### config.mk
export PLATFORM = sky130hd
export DESIGN_NAME = ptr_regs
export DESIGN_NICKNAME = d
export VERILOG_FILES = /design/src/pkg/ptr_pkg.sv /design/src/verilog/ptr_regs.sv
export SDC_FILE = /design/constraint.sdc
export NUM_CORES = 1
export LEC_CHECK = 0
export ABC_AREA = 1
export BUFFER_PORTS_ARGS = -buffer_cell sky130_fd_sc_hd__clkbuf_2
export CAP_MARGIN = 40
export CORE_MARGIN = 3
export CORE_UTILIZATION = 49
export DETAILED_ROUTE_END_ITERATION = 16
export PLACE_DENSITY = 0.84
export SETUP_SLACK_MARGIN = 0.02
export SLEW_MARGIN = 20
export SYNTH_ARGS = -nofsm -noshare
export SYNTH_HDL_FRONTEND = slang
export SYNTH_SLANG_ARGS = --single-unit
### constraint.sdc
create_clock -name i_core_clk -period 7.35 [get_ports i_core_clk]
set_input_delay 0.3675 -clock i_core_clk [delete_from_list [all_inputs] [get_ports i_core_clk]]
set_output_delay 0.3675 -clock i_core_clk [all_outputs]
set_load 0.01 [all_outputs]
### src/pkg/ptr_pkg.sv
package ptr_pkg;

  localparam int ADDR_W = 16;
  localparam int IDX_W  = 14;

  // Register indexes; the byte address is four times the index.
  localparam logic [IDX_W-1:0] IDX_GAIN     = 14'h0401;
  localparam logic [IDX_W-1:0] IDX_SGMII    = 14'h0432;
  localparam logic [IDX_W-1:0] IDX_DELAY    = 14'h0446;
  localparam logic [IDX_W-1:0] IDX_ESD      = 14'h0448;
  localparam logic [IDX_W-1:0] IDX_IRQ_STAT = 14'h0470;
  localparam logic [IDX_W-1:0] IDX_IRQ_MASK = 14'h0471;

  localparam logic [3:0] GAIN_RST      = 4'hA;
  localparam logic [3:0] GAIN_UNITY    = 4'h8;
  localparam int         GAIN_STEP_PCT = 2;

  localparam int   SIX_WIRE_BIT = 14;
  localparam logic SIX_WIRE_RST = 1'b0;

  localparam int         TX_DLY_LSB  = 4;
  localparam int         RX_DLY_LSB  = 0;
  localparam logic [3:0] DLY_RST     = 4'h7;
  localparam int         DLY_STEP_PS = 250;

  localparam int         CNT_W        = 6;
  localparam int         MAC_CNT_LSB  = 8;
  localparam int         LINE_CNT_LSB = 0;
  localparam logic [5:0] CNT_MAX      = 6'h3F;

  localparam int         IRQ_MAC_BIT  = 0;
  localparam int         IRQ_LINE_BIT = 1;
  localparam logic [1:0] IRQ_RST      = 2'h0;

  localparam logic [1:0] RESP_OKAY   = 2'h0;
  localparam logic [1:0] RESP_SLVERR = 2'h2;

endpackage

### src/verilog/ptr_regs.sv
// Contract
// Gain code 0000 is -16%, 1000 unity, 2% steps
// Gain resets to 1010, RW, upper bits zero
// Type bit 14 set selects 6-wire, clock pair on
// Type bit clear: 4-wire, clock pair off
// Bits 7:4 set transmit delay (code+1)*250ps
// Bits 3:0 set receive delay, same mapping
// Delays reset to 0111; upper byte reads zero
// Count MAC-side ESD activations in bits 13:8
// Count line-side ESD activations in bits 5:0
// No dead-time: every activation edge counts
// Counters cleared by power cycle only
// Counters saturate at 63, never wrap
//
// The AXI4-Lite interface to the registers was left to the implementer.
module ptr_regs
  import ptr_pkg::*;
(
  input  wire logic                     i_core_clk,
  input  wire logic                     i_srst,
  input  wire logic                     i_por,
  input  wire logic                     i_esd_mac_hit,
  input  wire logic                     i_esd_line_hit,
  input  wire logic                     i_s_axi_awvalid,
  output logic                          o_s_axi_awready,
  input  wire logic [ptr_pkg::ADDR_W-1:0] i_s_axi_awaddr,
  input  wire logic [2:0]               i_s_axi_awprot,
  input  wire logic                     i_s_axi_wvalid,
  output logic                          o_s_axi_wready,
  input  wire logic [31:0]              i_s_axi_wdata,
  input  wire logic [3:0]               i_s_axi_wstrb,
  output logic                          o_s_axi_bvalid,
  input  wire logic                     i_s_axi_bready,
  output logic [1:0]                    o_s_axi_bresp,
  input  wire logic                     i_s_axi_arvalid,
  output logic                          o_s_axi_arready,
  input  wire logic [ptr_pkg::ADDR_W-1:0] i_s_axi_araddr,
  input  wire logic [2:0]               i_s_axi_arprot,
  output logic                          o_s_axi_rvalid,
  input  wire logic                     i_s_axi_rready,
  output logic [31:0]                   o_s_axi_rdata,
  output logic [1:0]                    o_s_axi_rresp,
  output logic [3:0]                    o_line_gain_code,
  output logic signed [5:0]             o_line_gain_pct,
  output logic                          o_sgmii_six_wire,
  output logic                          o_serial_rx_clock_en,
  output logic [3:0]                    o_tx_delay_code,
  output logic [3:0]                    o_rx_delay_code,
  output logic [11:0]                   o_tx_delay_ps,
  output logic [11:0]                   o_rx_delay_ps,
  output logic                          o_irq
);
  import ptr_pkg::*;

  //////////////////////////////////////////////////////////////////////////////

  typedef struct packed {
    logic              aw_full;
    logic [IDX_W-1:0]  aw_idx;
    logic              w_full;
    logic [15:0]       w_data;
    logic [1:0]        w_strb;
    logic              bvalid;
    logic [1:0]        bresp;
    logic              rvalid;
    logic [1:0]        rresp;
    logic [15:0]       rdata;
    logic [3:0]        gain;
    logic              six_wire;
    logic [3:0]        tx_dly;
    logic [3:0]        rx_dly;
    logic [1:0]        irq_stat;
    logic [1:0]        irq_mask;
    logic              mac_s1;
    logic              mac_s2;
    logic              mac_prev;
    logic              line_s1;
    logic              line_s2;
    logic              line_prev;
    logic [CNT_W-1:0]  mac_cnt;
    logic [CNT_W-1:0]  line_cnt;
  } ptr_state_t;

  localparam ptr_state_t ST_RST = '{
    aw_idx:   '0,
    w_data:   '0,
    w_strb:   '0,
    bresp:    RESP_OKAY,
    rresp:    RESP_OKAY,
    rdata:    '0,
    gain:     GAIN_RST,
    six_wire: SIX_WIRE_RST,
    tx_dly:   DLY_RST,
    rx_dly:   DLY_RST,
    irq_stat: IRQ_RST,
    irq_mask: IRQ_RST,
    mac_cnt:  '0,
    line_cnt: '0,
    default:  1'b0
  };

  ptr_state_t st;
  ptr_state_t next_st;
  ptr_state_t keep_st;
  logic       mac_evt;
  logic       line_evt;
  logic       aw_take;
  logic       w_take;
  logic       ar_take;
  logic [17:0] rd_word;

  //////////////////////////////////////////////////////////////////////////////

  // Returns the response code in the top two bits and the register word below.
  function automatic logic [17:0] read_reg(input logic [IDX_W-1:0] idx,
                                           input ptr_state_t       s);
    logic [15:0] d;
    logic [1:0]  r;
    d = '0;
    r = RESP_OKAY;
    unique case (idx)
      IDX_GAIN:     d[3:0] = s.gain;
      IDX_SGMII:    d[SIX_WIRE_BIT] = s.six_wire;
      IDX_DELAY: begin
        d[TX_DLY_LSB +: 4] = s.tx_dly;
        d[RX_DLY_LSB +: 4] = s.rx_dly;
      end
      IDX_ESD: begin
        d[MAC_CNT_LSB +: CNT_W]  = s.mac_cnt;
        d[LINE_CNT_LSB +: CNT_W] = s.line_cnt;
      end
      IDX_IRQ_STAT: d[1:0] = s.irq_stat;
      IDX_IRQ_MASK: d[1:0] = s.irq_mask;
      default:      r = RESP_SLVERR;
    endcase
    return {r, d};
  endfunction

  // Delay in picoseconds for a clock-path code.
  function automatic logic [11:0] delay_ps(input logic [3:0] code);
    logic [15:0] p;
    p = (16'(code) + 16'h0001) * 16'(DLY_STEP_PS);
    return p[11:0];
  endfunction

  //////////////////////////////////////////////////////////////////////////////

  assign aw_take = i_s_axi_awvalid && o_s_axi_awready;
  assign w_take  = i_s_axi_wvalid && o_s_axi_wready;
  assign ar_take = i_s_axi_arvalid && o_s_axi_arready;
  assign rd_word = read_reg(i_s_axi_araddr[ADDR_W-1:2], st);

  // The edge detectors look at the second stage only; the first stage may be
  // metastable. Each rising edge is one activation, with no merging.
  assign mac_evt  = st.mac_s2 && !st.mac_prev;
  assign line_evt = st.line_s2 && !st.line_prev;

  always_comb begin
    next_st = st;
    keep_st = st;

    // Both hit inputs are asynchronous pins; they pass two flops first.
    next_st.mac_s1    = i_esd_mac_hit;
    next_st.mac_s2    = st.mac_s1;
    next_st.mac_prev  = st.mac_s2;
    next_st.line_s1   = i_esd_line_hit;
    next_st.line_s2   = st.line_s1;
    next_st.line_prev = st.line_s2;

    // Saturating keeps a burst of events from reading back as a small count.
    if (mac_evt && st.mac_cnt != CNT_MAX) begin
      next_st.mac_cnt = st.mac_cnt + 6'h01;
    end
    if (line_evt && st.line_cnt != CNT_MAX) begin
      next_st.line_cnt = st.line_cnt + 6'h01;
    end

    if (aw_take) begin
      next_st.aw_full = 1'b1;
      next_st.aw_idx  = i_s_axi_awaddr[ADDR_W-1:2];
    end
    if (w_take) begin
      next_st.w_full = 1'b1;
      next_st.w_data = i_s_axi_wdata[15:0];
      next_st.w_strb = i_s_axi_wstrb[1:0];
    end
    if (st.bvalid && i_s_axi_bready) begin
      next_st.bvalid = 1'b0;
    end

    // Address and data may arrive in either order; the update waits for both
    // and raises the response in the same edge, so a read after it sees it.
    if (st.aw_full && st.w_full && !st.bvalid) begin
      next_st.aw_full = 1'b0;
      next_st.w_full  = 1'b0;
      next_st.bvalid  = 1'b1;
      next_st.bresp   = RESP_OKAY;
      unique case (st.aw_idx)
        IDX_GAIN: begin
          if (st.w_strb[0]) begin
            next_st.gain = st.w_data[3:0];
          end
        end
        IDX_SGMII: begin
          if (st.w_strb[1]) begin
            next_st.six_wire = st.w_data[SIX_WIRE_BIT];
          end
        end
        IDX_DELAY: begin
          if (st.w_strb[0]) begin
            next_st.tx_dly = st.w_data[TX_DLY_LSB +: 4];
            next_st.rx_dly = st.w_data[RX_DLY_LSB +: 4];
          end
        end
        IDX_ESD: begin
          // Counters are read-only; the write is accepted and has no effect.
          next_st.bresp = RESP_OKAY;
        end
        IDX_IRQ_STAT: begin
          if (st.w_strb[0]) begin
            next_st.irq_stat = st.irq_stat & ~st.w_data[1:0];
          end
        end
        IDX_IRQ_MASK: begin
          if (st.w_strb[0]) begin
            next_st.irq_mask = st.w_data[1:0];
          end
        end
        default: next_st.bresp = RESP_SLVERR;
      endcase
    end

    // Applied after the clear so that an event in the clearing cycle is kept.
    if (mac_evt) begin
      next_st.irq_stat[IRQ_MAC_BIT] = 1'b1;
    end
    if (line_evt) begin
      next_st.irq_stat[IRQ_LINE_BIT] = 1'b1;
    end

    if (st.rvalid && i_s_axi_rready) begin
      next_st.rvalid = 1'b0;
    end
    if (ar_take) begin
      next_st.rvalid = 1'b1;
      next_st.rresp  = rd_word[17:16];
      next_st.rdata  = rd_word[15:0];
    end

    // Pin reset returns everything but the ESD counters and their detectors,
    // which belong to the power-on domain only.
    if (i_srst) begin
      keep_st           = next_st;
      next_st           = ST_RST;
      next_st.mac_s1    = keep_st.mac_s1;
      next_st.mac_s2    = keep_st.mac_s2;
      next_st.mac_prev  = keep_st.mac_prev;
      next_st.line_s1   = keep_st.line_s1;
      next_st.line_s2   = keep_st.line_s2;
      next_st.line_prev = keep_st.line_prev;
      next_st.mac_cnt   = keep_st.mac_cnt;
      next_st.line_cnt  = keep_st.line_cnt;
    end
  end

  always_ff @(posedge i_core_clk) begin
    if (i_por) begin
      st <= ST_RST;
    end else begin
      st <= next_st;
    end
  end

  //////////////////////////////////////////////////////////////////////////////

  // One write and one read are in flight at most; ready drops while held.
  assign o_s_axi_awready = !st.aw_full && !st.bvalid;
  assign o_s_axi_wready  = !st.w_full && !st.bvalid;
  assign o_s_axi_arready = !st.rvalid;
  assign o_s_axi_bvalid  = st.bvalid;
  assign o_s_axi_bresp   = st.bresp;
  assign o_s_axi_rvalid  = st.rvalid;
  assign o_s_axi_rresp   = st.rresp;
  assign o_s_axi_rdata   = {16'h0000, st.rdata};

  assign o_line_gain_code = st.gain;
  // Signed percent change: code 0 gives -16, code 8 gives none.
  assign o_line_gain_pct  = 6'(($signed({2'b00, st.gain}) - $signed({2'b00, GAIN_UNITY}))
                              * GAIN_STEP_PCT);

  assign o_sgmii_six_wire     = st.six_wire;
  assign o_serial_rx_clock_en = st.six_wire;

  assign o_tx_delay_code = st.tx_dly;
  assign o_rx_delay_code = st.rx_dly;
  assign o_tx_delay_ps   = delay_ps(st.tx_dly);
  assign o_rx_delay_ps   = delay_ps(st.rx_dly);

  // A level output: it stays high until software clears or masks the status,
  // so an event that the handler misses is never lost.
  assign o_irq = |(st.irq_stat & st.irq_mask);

endmodule

Word-level counts from Yosys, hierarchy flattened. Cells that the tools add are included. Widths: inputs -> output; s select.

Register bits: 90. Input port bits: 84. Output and inout bits: 86. Word-level logic and storage cells: 108.

Add/sub/neg operators: 5. Bitwise gates (word level): 3. Muxes and demuxes: 21. Eq/ne operators: 14. Multipliers: 2. Reduce and logical (&&, ||, !) cells: 38.

Operator list (count): $eq 14x11->1 const B (12); $mul 5x7->11 const B (2); $mux 19 (1); $mux 6 (3); $reduce_and 3->1 (6); $reduce_bool 2->1 (8); $mux 2 (7); $logic_and 1x1->1 (13); $add 6x1->6 const B (2); $ne 6x6->1 const B (2); $reduce_or 6->1 (2); $add 4x1->5 const B (2); $pmux 2 s5 (1); $logic_not 1->1 (6); $pmux 2 s3 (1); $mux 1 (5); $sub 4x4->5 const B (1); $and 2x2->2 (2); $mux 4 (1); $pmux 2 s2 (1); $reduce_or 2->1 (2); $mux 3 (1); $reduce_or 3->1 (1); $not 2->2 (1).

Logic depth before layout (Yosys ltp). Gate-level depths: netlist of the first run.

Depth after elaboration: 6. Mapped depth: 19. Depth with buffers taken out: 19.

Worst setup path after synthesis of the first run. OpenSTA, ideal clock, no wires.

Path kind: register to output. Start: register st, in the netlist o_tx_delay_code[0]. End: output port o_tx_delay_ps[10]. Path buffers: 0. Path slack: 3.484 ns. Stages on the path, launching flop included: 19. Required time: 6.983 ns. Data arrival time: 3.499 ns. Path through: dfxtp_1 ha_1 nand2_1 inv_1 nand2_1 o21ai_0 ha_1 fa_1 inv_1 fa_1 inv_1 ha_1 a21oi_1 nand2_1 a21oi_1 nor2_1 nor2_1 nand2_1 nand2_1.

Cells in the longest elaborated chain, start to end: 2.

Ends and longest elaborated chain: from (decl) (RTL line ptr_regs.sv:102) `ptr_state_t st;`; from (signal assigned) (RTL line ptr_regs.sv:270) `st <= next_st;`; $add 4x1->5 (RTL line ptr_regs.sv:142) `p = (16'(code) + 16'h0001) * 16'(DLY_STEP_PS);`; $mul 5x7->11 (RTL line ptr_regs.sv:142); to (decl) (RTL line ptr_regs.sv:49) `output logic [11:0] o_tx_delay_ps,`.

No other way between the ends.

Worst setup path in the final report of the first run. Same ends and word-level chain as after synthesis.

==> qor.csv, run 1 <==
stage;metric;value;unit
clock_network;hold_buffers;0;
grt;use_met2;0.329;
place;finalWeightedCongestion;0.881;
timing;setup_violations;0;
floorplan;dieHeight;110;µm
worst_setup_path;cp_data_arrival_time;4.22;ns
power;p_int;684;µW
route;drc;0;
worst_setup_path;crit_fanout;7;
place;io_buffers;112;
timing;whs;0.212;ns
grt;grt_remaining_overflow;0;
grt;grt_max_degree;37;
floorplan;start_util;0.510;
timing;max_slew_margin;0.656;
worst_setup_path;max_stage_delay;0.52;ns
clock_network;post-cts-setup-buffer-count;0;
synthesis;syn_avg_cell_area;7.30;µm²
clock_network;cts_tree;done;
grt;use_met1;0.232;
synthesis;ys.flop_type;dfxtp_1;
route;wirelength;11300;µm
grt;grt_pass1_vias;4154;
worst_setup_path;cp-end-kind;primary output;
finish;num_antenna_cells;0;
worst_setup_path;crit_chain;ha_1, nand2_1, inv_1, nand2_1, o21ai_0, ha_1, fa_1, inv_1, fa_1, inv_1, ha_1, a21oi_1, nand2_1, a21oi_1, nor2_1, nor2_1, nand2_1, nand2_1, clkbuf_2;
worst_setup_path;crit_required;6.98;ns
synthesis;yosysWarnings;0;
synthesis;postSynth.asyncResetShare;0;
route;drt-vias-per-instance;4.84;
run;maxCapViolations;0;
power;p_total;903;µW
route;firstDrtPassIters;5;
power;p_leak;3.02;nW
timing;final-hold-violation-count;0;
clock_network;htreeDepth;3;
timing;rsz0062_at_grt;no;
finish;fin_area;5890;µm²
route;routedWlPerCell;11.9;µm
worst_setup_path;critPathSlowestCell;fa_1;
place;place_inst;931;
grt;track_usage;0.188;
timing;clock_skew;0.00780;ns
timing;maxSlewViolCount;0;
synthesis;ys_ff_latch;81;
floorplan;rows;37;
clock_network;clk_pin_slew;0.07;ns
route;drtIter0Drc;245;
floorplan;core;10500;µm²
place;dp_hpwl;9030;µm
clock_network;cts_resized;0;
route;antenna_left;0;
grt;antenna_found_initial;0;
timing;final.setup.tns;0;ns
run_status;status;complete, no violations;
finish;area.growth.synth_to_final;10.4;%
power;power_density;153;nW/µm²
floorplan;dieArea;12200;µm²
power;combPwrFrac;0.104;
route;vias;4586;
worst_setup_path;crit_top_cell;nand2_1;
power;ir_worst_vdd;105;µV
worst_hold_path;min_path_type;in2reg;
synthesis;synth_edf_count;0;
place;dpl_cell_area;5660;µm²
timing;worst_pin_slew;0.515;ns
clock_network;clk_latency;0.35;ns
power;p_switching;220;µW
floorplan;ios;170;
worst_setup_path;start_kind;flop;
timing;fmax;218;MHz
power;sw_frac_of_total;0.243;
synthesis;yosysUniqueCellTypes;37;
finish;fin_nets;944;
synthesis;syn_area;5330;µm²
clock_network;clk_path_buf_depth;2;
grt;use_met3;0.0414;
clock_network;clock-sinks;81;
grt;grt_busiest_layer;met2;
synthesis;seq_area_frac_synth;0.304;
synthesis;netlist_instances;730;
grt;grt_pass1_wl;18300;µm
timing;finalCritPeriodShare;0.624;
power;sequentialPowerShare;0.508;
clock_network;root_buffer;clkbuf_8;
floorplan;die_w;110;µm
worst_setup_path;path_class;reg2out;
finish;final_cells;947;
clock_network;cts_buffers;9;
finish;fill_cells;1044;
timing;period_needed;4.59;ns
power;clkPwrFrac;0.388;
finish;layout-drive-gt1-share;0.192;
logic make-up after synthesis:
kind of cell | count (synthesis) | synth area share
xor+xnor | 15 | 0.0246
compound gates | 120 | 0.117
buf+inv | 165 | 0.159
simple gates | 295 | 0.248
flops | 81 | 0.304
fa+ha+maj | 53 | 0.147
other cells | 1 | 0.000703
cell usage in the layout, fill, tap and decap left out, types with 2 or more instances in the layout:
| cell type | netlist | final |
|---|---|---|
| inv_2 | 6 | 6 |
| or2_0 | 2 | 2 |
| nand2_4 | 2 | 2 |
| a21oi_1 | 49 | 49 |
| nor2_4 | 4 | 4 |
| nor3_1 | 4 | 4 |
| nor2_1 | 109 | 109 |
| clkbuf_2 | 0 | 112 |
| clkbuf_8 | 0 | 10 |
| and3_1 | 4 | 4 |
| nor3b_2 | 2 | 2 |
| inv_1 | 87 | 87 |
| o211ai_1 | 5 | 5 |
| dfxtp_1 | 81 | 81 |
| conb_1 | 1 | 24 |
| o21bai_1 | 2 | 2 |
| xnor2_1 | 3 | 3 |
| clkbuf_1 | 7 | 2 |
| nor2_2 | 7 | 7 |
| xor2_1 | 12 | 12 |
| nand2_2 | 3 | 3 |
| o21ai_0 | 61 | 61 |
| bufinv_16 | 0 | 2 |
| nand4_1 | 8 | 8 |
| fa_1 | 16 | 16 |
| nand3_1 | 37 | 37 |
| nand2_1 | 109 | 109 |
| ha_1 | 37 | 37 |
flip-flops by register name, summed over array words and instances (netlist names):
| name | count |
|---|---|
| o_rx_delay_code | 4 |
| o_s_axi_bresp | 1 |
| o_tx_delay_code | 4 |
| o_s_axi_rresp | 1 |
| o_s_axi_rvalid | 1 |
| st | 49 |
| o_s_axi_bvalid | 1 |
| o_line_gain_code | 4 |
| o_s_axi_rdata | 15 |
| o_serial_rx_clock_en | 1 |
Yosys cell counts (3+ instances only):
cell type	number	share of area
clkbuf_1	7	0.0049
nor2_2	7	0.0082
inv_2	6	0.0042
nor2_4	4	0.0084
nand2_2	3	0.0035
a21oi_1	49	0.046
nand2_1	109	0.077
dfxtp_1	81	0.30
ha_1	37	0.087
nand4_1	8	0.0094
buf_2	5	0.0047
nor3_1	4	0.0038
and3_1	4	0.0047
inv_1	87	0.061
xor2_1	12	0.020
nor2_1	109	0.077
buf_4	57	0.080
nand3_1	37	0.035
o21ai_0	61	0.057
fa_1	16	0.060
o211ai_1	5	0.0070
xnor2_1	3	0.0049
final timing paths:
| check | start | end | slack [ns] | cells after the start |
|---|---|---|---|---|
| worst min register to register | st[17]$_SDFF_PP0_ | st[16]$_SDFF_PP0_ | 0.40 | 2 |
| worst max register to register | o_s_axi_bvalid$_SDFFE_PP0P_ | st[79]$_SDFFE_PP0P_ | 5.71 | 5 |
| worst max-delay path | o_tx_delay_code[0]$_SDFFE_PP1P_ | o_tx_delay_ps[10] | 2.76 | 19 |
| worst min-delay path | i_esd_line_hit | st[14]$_SDFF_PP0_ | 0.21 | 3 |
critical path: cells and delay by family (launching register included):
family / cells / cell delay, ns
fa+ha+maj: 5 / 1.95
simple gates: 7 / 0.51
buf+inv: 4 / 0.29
compound gates: 3 / 0.60
flops: 1 / 0.51
power groups by stage:
stage	logic [mW]	registers, mW	clock network, mW
2_1_floorplan	0.0750	0.467	0
3_3_place_gp	0.0911	0.469	0
4_1_cts	0.0935	0.459	0.357
6_report	0.0943	0.459	0.350
5_1_grt	0.109	0.461	0.373
3_5_place_dp	0.0931	0.469	0
layout make-up:
type | instances | area (µm²) | area share
flip-flops and latches | 81 | 1620 | 0.275
repair buffers | 114 | 583 | 0.0990
clock buffers | 12 | 145 | 0.0247
clock inverters | 3 | 65.1 | 0.0111
multi-input cells | 507 | 2950 | 0.501
inverters | 94 | 353 | 0.0599
well taps | 136 | 170 | 0.0289
stage by stage:
stage / setup slack, ns / util
after floorplan: 3.48 / -
after global placement: 3.17 / 0.541
after detailed placement: 3.13 / 0.541
after CTS: 2.74 / 0.561
after global routing: 2.37 / 0.563
final: 2.76 / 0.563
per-layer routing:
layer,wire (µm),share of wire
met1,5060,0.45
met2,5340,0.47
met3,781,0.069
met4,103,0.0091
met5,0,0
Power figures use the tool's default switching activity.
==> inputs of run 2 (changes only) <==
--- a/config.mk
+++ b/config.mk
@@ -9,9 +9,9 @@
 export BUFFER_PORTS_ARGS = -buffer_cell sky130_fd_sc_hd__clkbuf_2
 export CAP_MARGIN = 40
 export CORE_MARGIN = 3
-export CORE_UTILIZATION = 49
+export CORE_UTILIZATION = 47
 export DETAILED_ROUTE_END_ITERATION = 16
-export PLACE_DENSITY = 0.84
+export PLACE_DENSITY = 0.85
 export SETUP_SLACK_MARGIN = 0.02
 export SLEW_MARGIN = 20
 export SYNTH_ARGS = -nofsm -noshare
==> constraint.sdc (replaced) <==
create_clock -name i_core_clk -period 3.9 [get_ports i_core_clk]
set_input_delay 0.195 -clock i_core_clk [delete_from_list [all_inputs] [get_ports i_core_clk]]
set_output_delay 0.195 -clock i_core_clk [all_outputs]
set_load 0.01 [all_outputs]
==> run 2 against run 1 <==
Final area up 9.7%. Sequential share of layout area is 2.1 points lower. Via count rose by 4.6%. First-iteration DRC count increased by 28%.
==> qor.csv, run 2 (synthesis gave the netlist of run 1 again) <==
stage;metric;value;unit;change
run_status;status;complete, no violations;;unchanged
finish;mostFrequentLayoutCells;clkbuf_2 (109), nor2_1 (103), nand2_1 (102);;was clkbuf_2 (112), nor2_1 (109), nand2_1 (109)
worst_setup_path;path_class;reg2out;;unchanged
finish;top_register;st;;unchanged
finish;fin_area;6460;µm²;was 5890 µm²
worst_setup_path;start_kind;flop;;unchanged
timing;period_needed;3.79;ns;
route;firstDrtPassIters;5;;unchanged
power;clkPwrFrac;0.436;;was 0.388
place;io_buffers;112;;unchanged
finish;final_cells;978;;was 947
power;p_switching;453;µW;was 220 µW
finish;fin_nets;970;;was 944
worst_setup_path;cp_data_arrival_time;3.60;ns;was 4.22 ns
route;wirelength;12500;µm;was 11,300 µm
timing;fmax;264;MHz;
timing;whs;0.0492;ns;was 0.212 ns
power;sequentialPowerShare;0.463;;was 0.508
worst_hold_path;worstHoldStart;i_esd_line_hit;;unchanged
worst_setup_path;r2r_start;o_s_axi_bvalid$_SDFFE_PP0P_;;unchanged
route;routedWlPerCell;12.7;µm;was 11.9 µm
clock_network;clk_pin_slew;0.06;ns;was 0.07 ns
finish;num_antenna_cells;0;;unchanged
clock_network;clock-sinks;81;;unchanged
grt;grt_pass1_wl;19600;µm;was 18,300 µm
grt;grt_max_degree;46;;was 37
timing;max_slew_margin;0.658;;was 0.656
clock_network;hold_buffers;0;;unchanged
floorplan;ios;170;;unchanged
clock_network;clk_path_buf_depth;2;;unchanged
floorplan;core;11000;µm²;was 10,500 µm²
worst_hold_path;min_path_cells;3;;unchanged
timing;rsz0062_at_grt;yes;;was no
finish;final_common_cell;clkbuf_2;;unchanged
place;place_inst;942;;was 931
finish;area.growth.synth_to_final;21.1;%;was 10.4%
power;p_int;1.41;mW;was 684 µW
power;p_leak;3.20;nW;was 3.02 nW
route;vias;4795;;was 4,586
worst_setup_path;crit_fanout;4;;was 7
timing;setup_violations;0;;unchanged
clock_network;htreeDepth;3;;unchanged
power;ir_worst_vdd;281;µV;was 105 µV
floorplan;rows;38;;was 37
clock_network;cts_buffers;9;;unchanged
floorplan;dieArea;12700;µm²;was 12,200 µm²
run;maxCapViolations;0;;unchanged
power;sw_frac_of_total;0.243;;about the same
route;drtIter0Drc;313;;was 245
floorplan;die_w;113;µm;was 110 µm
finish;layout-drive-gt1-share;0.277;;was 0.192
route;antenna_left;0;;unchanged
place;finalWeightedCongestion;0.914;;was 0.881
clock_network;root_buffer;clkbuf_16;;was clkbuf_8
grt;antenna_found_initial;0;;unchanged
route;drc;0;;unchanged
power;combPwrFrac;0.101;;was 0.104
timing;clock_skew;0.00464;ns;was 0.00780 ns
worst_setup_path;reg2reg_slack;2.29;ns;was 5.71 ns
finish;fill_cells;968;;was 1,044
worst_setup_path;reg2reg_to;st[89]$_SDFFE_PP0P_;;was st[79]$_SDFFE_PP0P_
worst_setup_path;cp-end-kind;primary output;;unchanged
worst_hold_path;min_path_type;in2reg;;unchanged
grt;grt_remaining_overflow;0;;unchanged
worst_hold_path;whs_endpoint;st[14]$_SDFF_PP0_;;unchanged
timing;finalCritPeriodShare;0.973;;
grt;grt_pass1_vias;4351;;was 4,154
worst_setup_path;rr_worst_depth;5;;unchanged
worst_setup_path;crit_required;3.70;ns;was 6.98 ns
timing;maxSlewViolCount;0;;unchanged
clock_network;cts_tree;done;;unchanged
power;power_density;288;nW/µm²;was 153 nW/µm²
route;drt-vias-per-instance;4.90;;was 4.84
finish;multi_input_area;3220;µm²;was 2950 µm²
timing;final-hold-violation-count;0;;unchanged
finish;largest_reg_flops;49;;unchanged
clock_network;clk_latency;0.33;ns;was 0.35 ns
floorplan;dieHeight;113;µm;was 110 µm
floorplan;start_util;0.485;;was 0.510
place;dp_hpwl;9190;µm;was 9030 µm
grt;track_usage;0.187;;was 0.188
finish;register_area;1650;µm²;was 1620 µm²
place;dpl_cell_area;5720;µm²;was 5660 µm²
timing;worst_pin_slew;0.511;ns;was 0.515 ns
-- run 2: changes by cell type in the layout (fill, tap and decap cells not counted), sizes merged --
| cell | delta |
|---|---|
| buf | +29 |
| bufinv | -1 |
| clkinv | +4 |
| clkbuf | -5 |
-- run 2: worst max path at each step --
| stage | from | slack [ns] | endpoint |
|---|---|---|---|
| after global placement | o_rx_delay_code[0]$_SDFFE_PP1P_ | 0.16 | o_rx_delay_ps[10] |
| after floorplan | o_tx_delay_code[0]$_SDFFE_PP1P_ | 0.21 | o_tx_delay_ps[10] |
| after global routing | o_tx_delay_code[0]$_SDFFE_PP1P_ | -0.09 | o_tx_delay_ps[10] |
| after detailed placement | o_tx_delay_code[1]$_SDFFE_PP1P_ | 0.05 | o_tx_delay_ps[10] |
| after CTS | o_tx_delay_code[1]$_SDFFE_PP1P_ | 0.01 | o_tx_delay_ps[10] |
| final | o_tx_delay_code[0]$_SDFFE_PP1P_ | 0.11 | o_tx_delay_ps[9] |
-- run 2: worst max-delay path, stage by stage, from the launching register on --
cell and delay (ns):
dfxtp_4 0.38, ha_4 0.14, nand2_1 0.06, inv_2 0.10
nor2_4 0.06, buf_4 0.14, ha_1 0.32, fa_1 0.51
fa_1 0.58, ha_4 0.23, a21oi_1 0.16, nand2_1 0.14
nand3_1 0.10, nand2_1 0.07, xor2_1 0.13, clkbuf_2 0.14
-- run 2: metrics by stage --
stage                      util  setup TNS, ns  power, mW  setup slack [ns]
after floorplan               -              0       1.02             0.206
after global placement    0.521              0       1.06             0.163
after detailed placement  0.521              0       1.06            0.0527
after CTS                 0.558              0       1.87            0.0117
after global routing      0.588         -0.142       1.94           -0.0851
final                     0.588              0       1.86             0.106
-- run 2: area by class of cell --
type / instances / share of cell area
timing repair buffer: 140 / 0.121
clock inverter: 6 / 0.00911
multi-input combinational: 507 / 0.498
clock buffer: 10 / 0.0355
sequential: 81 / 0.255
tap: 140 / 0.0271
inverter: 94 / 0.0550
-- run 2: timing repair --
item / CTS / global route
resized for setup: 25 / 46
endpoints found under the hold margin: 0 / 0
pin swaps: 2 / 25
buffers inserted: 2 / 17
endpoints found under the setup margin: 8 / 7
-- run 2: power by group through the flow --
stage                     clock network, mW  registers [mW]  logic [mW]
after global placement                    0           0.883       0.173
final                                 0.811           0.863       0.189
after global routing                  0.857           0.865       0.215
after detailed placement                  0           0.885       0.176
after CTS                             0.825           0.864       0.179
after floorplan                           0           0.881       0.141
-- run 2: layer usage --
metal | wire, µm | vias up | GRT usage | part of all wire
met4 | 259 | 0 | 0.0625 | 0.021
li1 | - | 2458 | - | -
met3 | 719 | 22 | 0.0243 | 0.058
met1 | 5530 | 2143 | 0.249 | 0.44
met2 | 5960 | 172 | 0.314 | 0.48
met5 | 0 | - | 0 | 0
==> inputs of run 3 (changes only) <==
--- a/config.mk
+++ b/config.mk
@@ -11,6 +11,7 @@
 export CORE_MARGIN = 3
 export CORE_UTILIZATION = 47
 export DETAILED_ROUTE_END_ITERATION = 16
+export GPL_TIMING_DRIVEN = 0
 export PLACE_DENSITY = 0.85
 export SETUP_SLACK_MARGIN = 0.02
 export SLEW_MARGIN = 20
==> constraint.sdc (replaced) <==
create_clock -name i_core_clk -period 3.9 [get_ports i_core_clk]
set_input_delay 0.195 -clock i_core_clk [delete_from_list [all_inputs] [get_ports i_core_clk]]
set_output_delay 0.195 -clock i_core_clk [all_outputs]
set_load 0.005 [all_outputs]
==> run 3 against run 2 <==
Sequential power is essentially flat. Final area is 7.8% higher. Wire length grew 8.2%. Critical path type unchanged. Largest cell class unchanged. Highest routed layer unchanged. Core utilization is 4.6 points higher.
==> qor.csv, run 3 (synthesis gave the netlist of run 1 again) <==
stage;metric;value;unit;change
grt;grt_remaining_overflow;0;;unchanged
timing;clock_skew;0.00918;ns;was 0.00464 ns
grt;antenna_found_initial;0;;unchanged
worst_setup_path;cp_data_arrival_time;3.66;ns;was 3.60 ns
finish;fill_cells;928;;was 968
finish;register_area;1650;µm²;unchanged
worst_setup_path;path_class;reg2out;;unchanged
power;combPwrFrac;0.100;;was 0.101
timing;max_slew_margin;0.621;;was 0.658
grt;use_met2;0.329;;was 0.314
run_status;status;complete, no violations;;unchanged
finish;fin_util;0.634;;was 0.588
worst_setup_path;start_kind;flop;;unchanged
grt;grt_max_degree;14;;was 46
timing;rsz0062_at_grt;yes;;unchanged
power;sequentialPowerShare;0.420;;was 0.463
worst_setup_path;r2r_start;st[0]$_SDFFE_PP0P_;;was o_s_axi_bvalid$_SDFFE_PP0P_
worst_setup_path;endpoint;o_rx_delay_ps[11];;was o_tx_delay_ps[9]
route;vias;5084;;was 4,795
timing;period_needed;3.86;ns;was 3.79 ns
finish;layout-drive-gt1-share;0.323;;was 0.277
clock_network;htreeDepth;3;;unchanged
grt;use_met1;0.262;;was 0.249
grt;track_usage;0.197;;was 0.187
power;sw_frac_of_total;0.224;;was 0.243
finish;top_register;st;;unchanged
worst_setup_path;rr_worst_depth;8;;was 5
finish;area.growth.synth_to_final;30.5;%;was 21.1%
grt;grt_pass1_vias;4572;;was 4,351
route;wirelength;13500;µm;was 12,500 µm
place;dp_hpwl;9780;µm;was 9190 µm
power;ir_worst_vdd;225;µV;was 281 µV
floorplan;core;11000;µm²;unchanged
worst_setup_path;reg2reg_to;st[3]$_SDFFE_PP0P_;;was st[89]$_SDFFE_PP0P_
power;p_total;2.05;mW;was 1.86 mW
worst_setup_path;cp-end-kind;primary output;;unchanged
timing;setup_violations;0;;unchanged
place;io_buffers;111;;was 112
clock_network;cts_tree;done;;unchanged
clock_network;clock-sinks;81;;unchanged
finish;largest_reg_flops;49;;unchanged
worst_setup_path;crit_start;o_rx_delay_code[1]$_SDFFE_PP1P_;;was o_tx_delay_code[0]$_SDFFE_PP1P_
worst_setup_path;crit_required;3.70;ns;about the same
route;drc;0;;unchanged
grt;grt_busiest_layer;met2;;unchanged
clock_network;cts_buffers;9;;unchanged
finish;num_antenna_cells;0;;unchanged
finish;mostFrequentLayoutCells;clkbuf_2 (110), nor2_1 (104), nand2_1 (102);;was clkbuf_2 (109), nor2_1 (103), nand2_1 (102)
timing;final-hold-violation-count;0;;unchanged
place;finalWeightedCongestion;0.891;;was 0.914
floorplan;start_util;0.485;;unchanged
finish;multi_input_area;3160;µm²;was 3220 µm²
floorplan;dieHeight;113;µm;unchanged
grt;grt_pass1_wl;20600;µm;was 19,600 µm
timing;fmax;259;MHz;was 264 MHz
floorplan;dieArea;12700;µm²;unchanged
power;clkPwrFrac;0.480;;was 0.436
clock_network;clk_pin_slew;0.06;ns;about the same
timing;worst_pin_slew;0.568;ns;was 0.511 ns
power;p_leak;3.54;nW;was 3.20 nW
power;p_switching;460;µW;was 453 µW
run;maxCapViolations;0;;unchanged
timing;maxSlewViolCount;0;;unchanged
timing;finalCritPeriodShare;0.989;;was 0.973
grt;use_met3;0.0323;;was 0.0243
clock_network;hold_buffers;0;;unchanged
route;antenna_left;0;;unchanged
worst_setup_path;crit_fanout;5;;was 4
power;p_int;1.59;mW;was 1.41 mW
floorplan;ios;170;;unchanged
route;routedWlPerCell;12.9;µm;was 12.7 µm
clock_network;clk_path_buf_depth;2;;unchanged
worst_setup_path;reg2reg_slack;2.37;ns;was 2.29 ns
power;power_density;295;nW/µm²;was 288 nW/µm²
finish;fin_nets;1041;;was 970
floorplan;die_w;113;µm;unchanged
clock_network;clk_latency;0.34;ns;was 0.33 ns
route;drtIter0Drc;351;;was 313
route;drt-vias-per-instance;4.85;;was 4.90
clock_network;root_buffer;clkbuf_16;;unchanged
route;firstDrtPassIters;9;;was 5
floorplan;rows;38;;unchanged
worst_hold_path;min_path_type;in2reg;;unchanged
finish;final_common_cell;clkbuf_2;;unchanged
## run 3: stage by stage
stage	worst slack (ns)	area, µm²	instances	TNS (ns)	hold slack (ns)
after floorplan	0.237	5420	753	0	0.302
after global placement	-0.0976	6150	1004	-0.0976	0.392
after detailed placement	-0.229	6150	1004	-0.308	0.395
after CTS	-0.00182	6640	1022	-0.00182	0.0483
after global routing	-0.0914	6960	1048	-0.273	0.0711
final	0.0438	6960	1048	0	0.0436
## run 3: cell type report
class | instances | area share
multi-input cells | 507 | 0.454
clock inverters | 4 | 0.0142
well taps | 140 | 0.0252
clock buffers | 11 | 0.0363
plain buffers | 71 | 0.0710
inverters | 94 | 0.0518
repair buffers | 140 | 0.111
flip-flops and latches | 81 | 0.236
## run 3: routing by layer
metal | wire length (µm) | part of all wire
met1 | 5900 | 0.44
met2 | 6500 | 0.48
met3 | 782 | 0.058
met4 | 304 | 0.023
met5 | 0 | 0
## run 3: power groups by stage
stage / Clock, mW / Sequential (mW) / Combinational, mW
after floorplan: 0 / 0.881 / 0.131
after global placement: 0 / 0.883 / 0.193
after detailed placement: 0 / 0.884 / 0.197
after CTS: 0.994 / 0.864 / 0.200
after global routing: 1.03 / 0.865 / 0.233
final: 0.985 / 0.862 / 0.206
## run 3: worst min-delay path by stage
stage                      startpoint           endpoint  slack (ns)  cells after the start
floorplan              i_esd_line_hit  st[14]$_SDFF_PP0_        0.30                      2
global placement    st[17]$_SDFF_PP0_  st[16]$_SDFF_PP0_        0.39                      2
detailed placement  st[17]$_SDFF_PP0_  st[16]$_SDFF_PP0_        0.39                      2
CTS                     i_esd_mac_hit  st[17]$_SDFF_PP0_        0.05                      3
global route            i_esd_mac_hit  st[17]$_SDFF_PP0_        0.07                      3
finish                  i_esd_mac_hit  st[17]$_SDFF_PP0_        0.04                      3
## run 3: critical path: stages (launching register included)
cell	delay, ns
dfxtp_4	0.37
ha_4	0.17
nand2_2	0.09
nor2_4	0.05
buf_4	0.13
nand2_2	0.10
nand2_2	0.08
ha_4	0.29
inv_2	0.05
fa_1	0.51
inv_1	0.06
fa_1	0.48
ha_4	0.31
nand2_1	0.05
nor2_1	0.10
nand2_1	0.07
o211ai_1	0.11
o21bai_1	0.14
nand2_1	0.06
clkbuf_2	0.11
## run 3: timing repair
action	CTS	global route
endpoints found under the hold margin	0	0
cloned	0	0
endpoints found under the setup margin	9	7
setup buffers	3	26
pin swaps	1	21
gates resized for setup	25	37
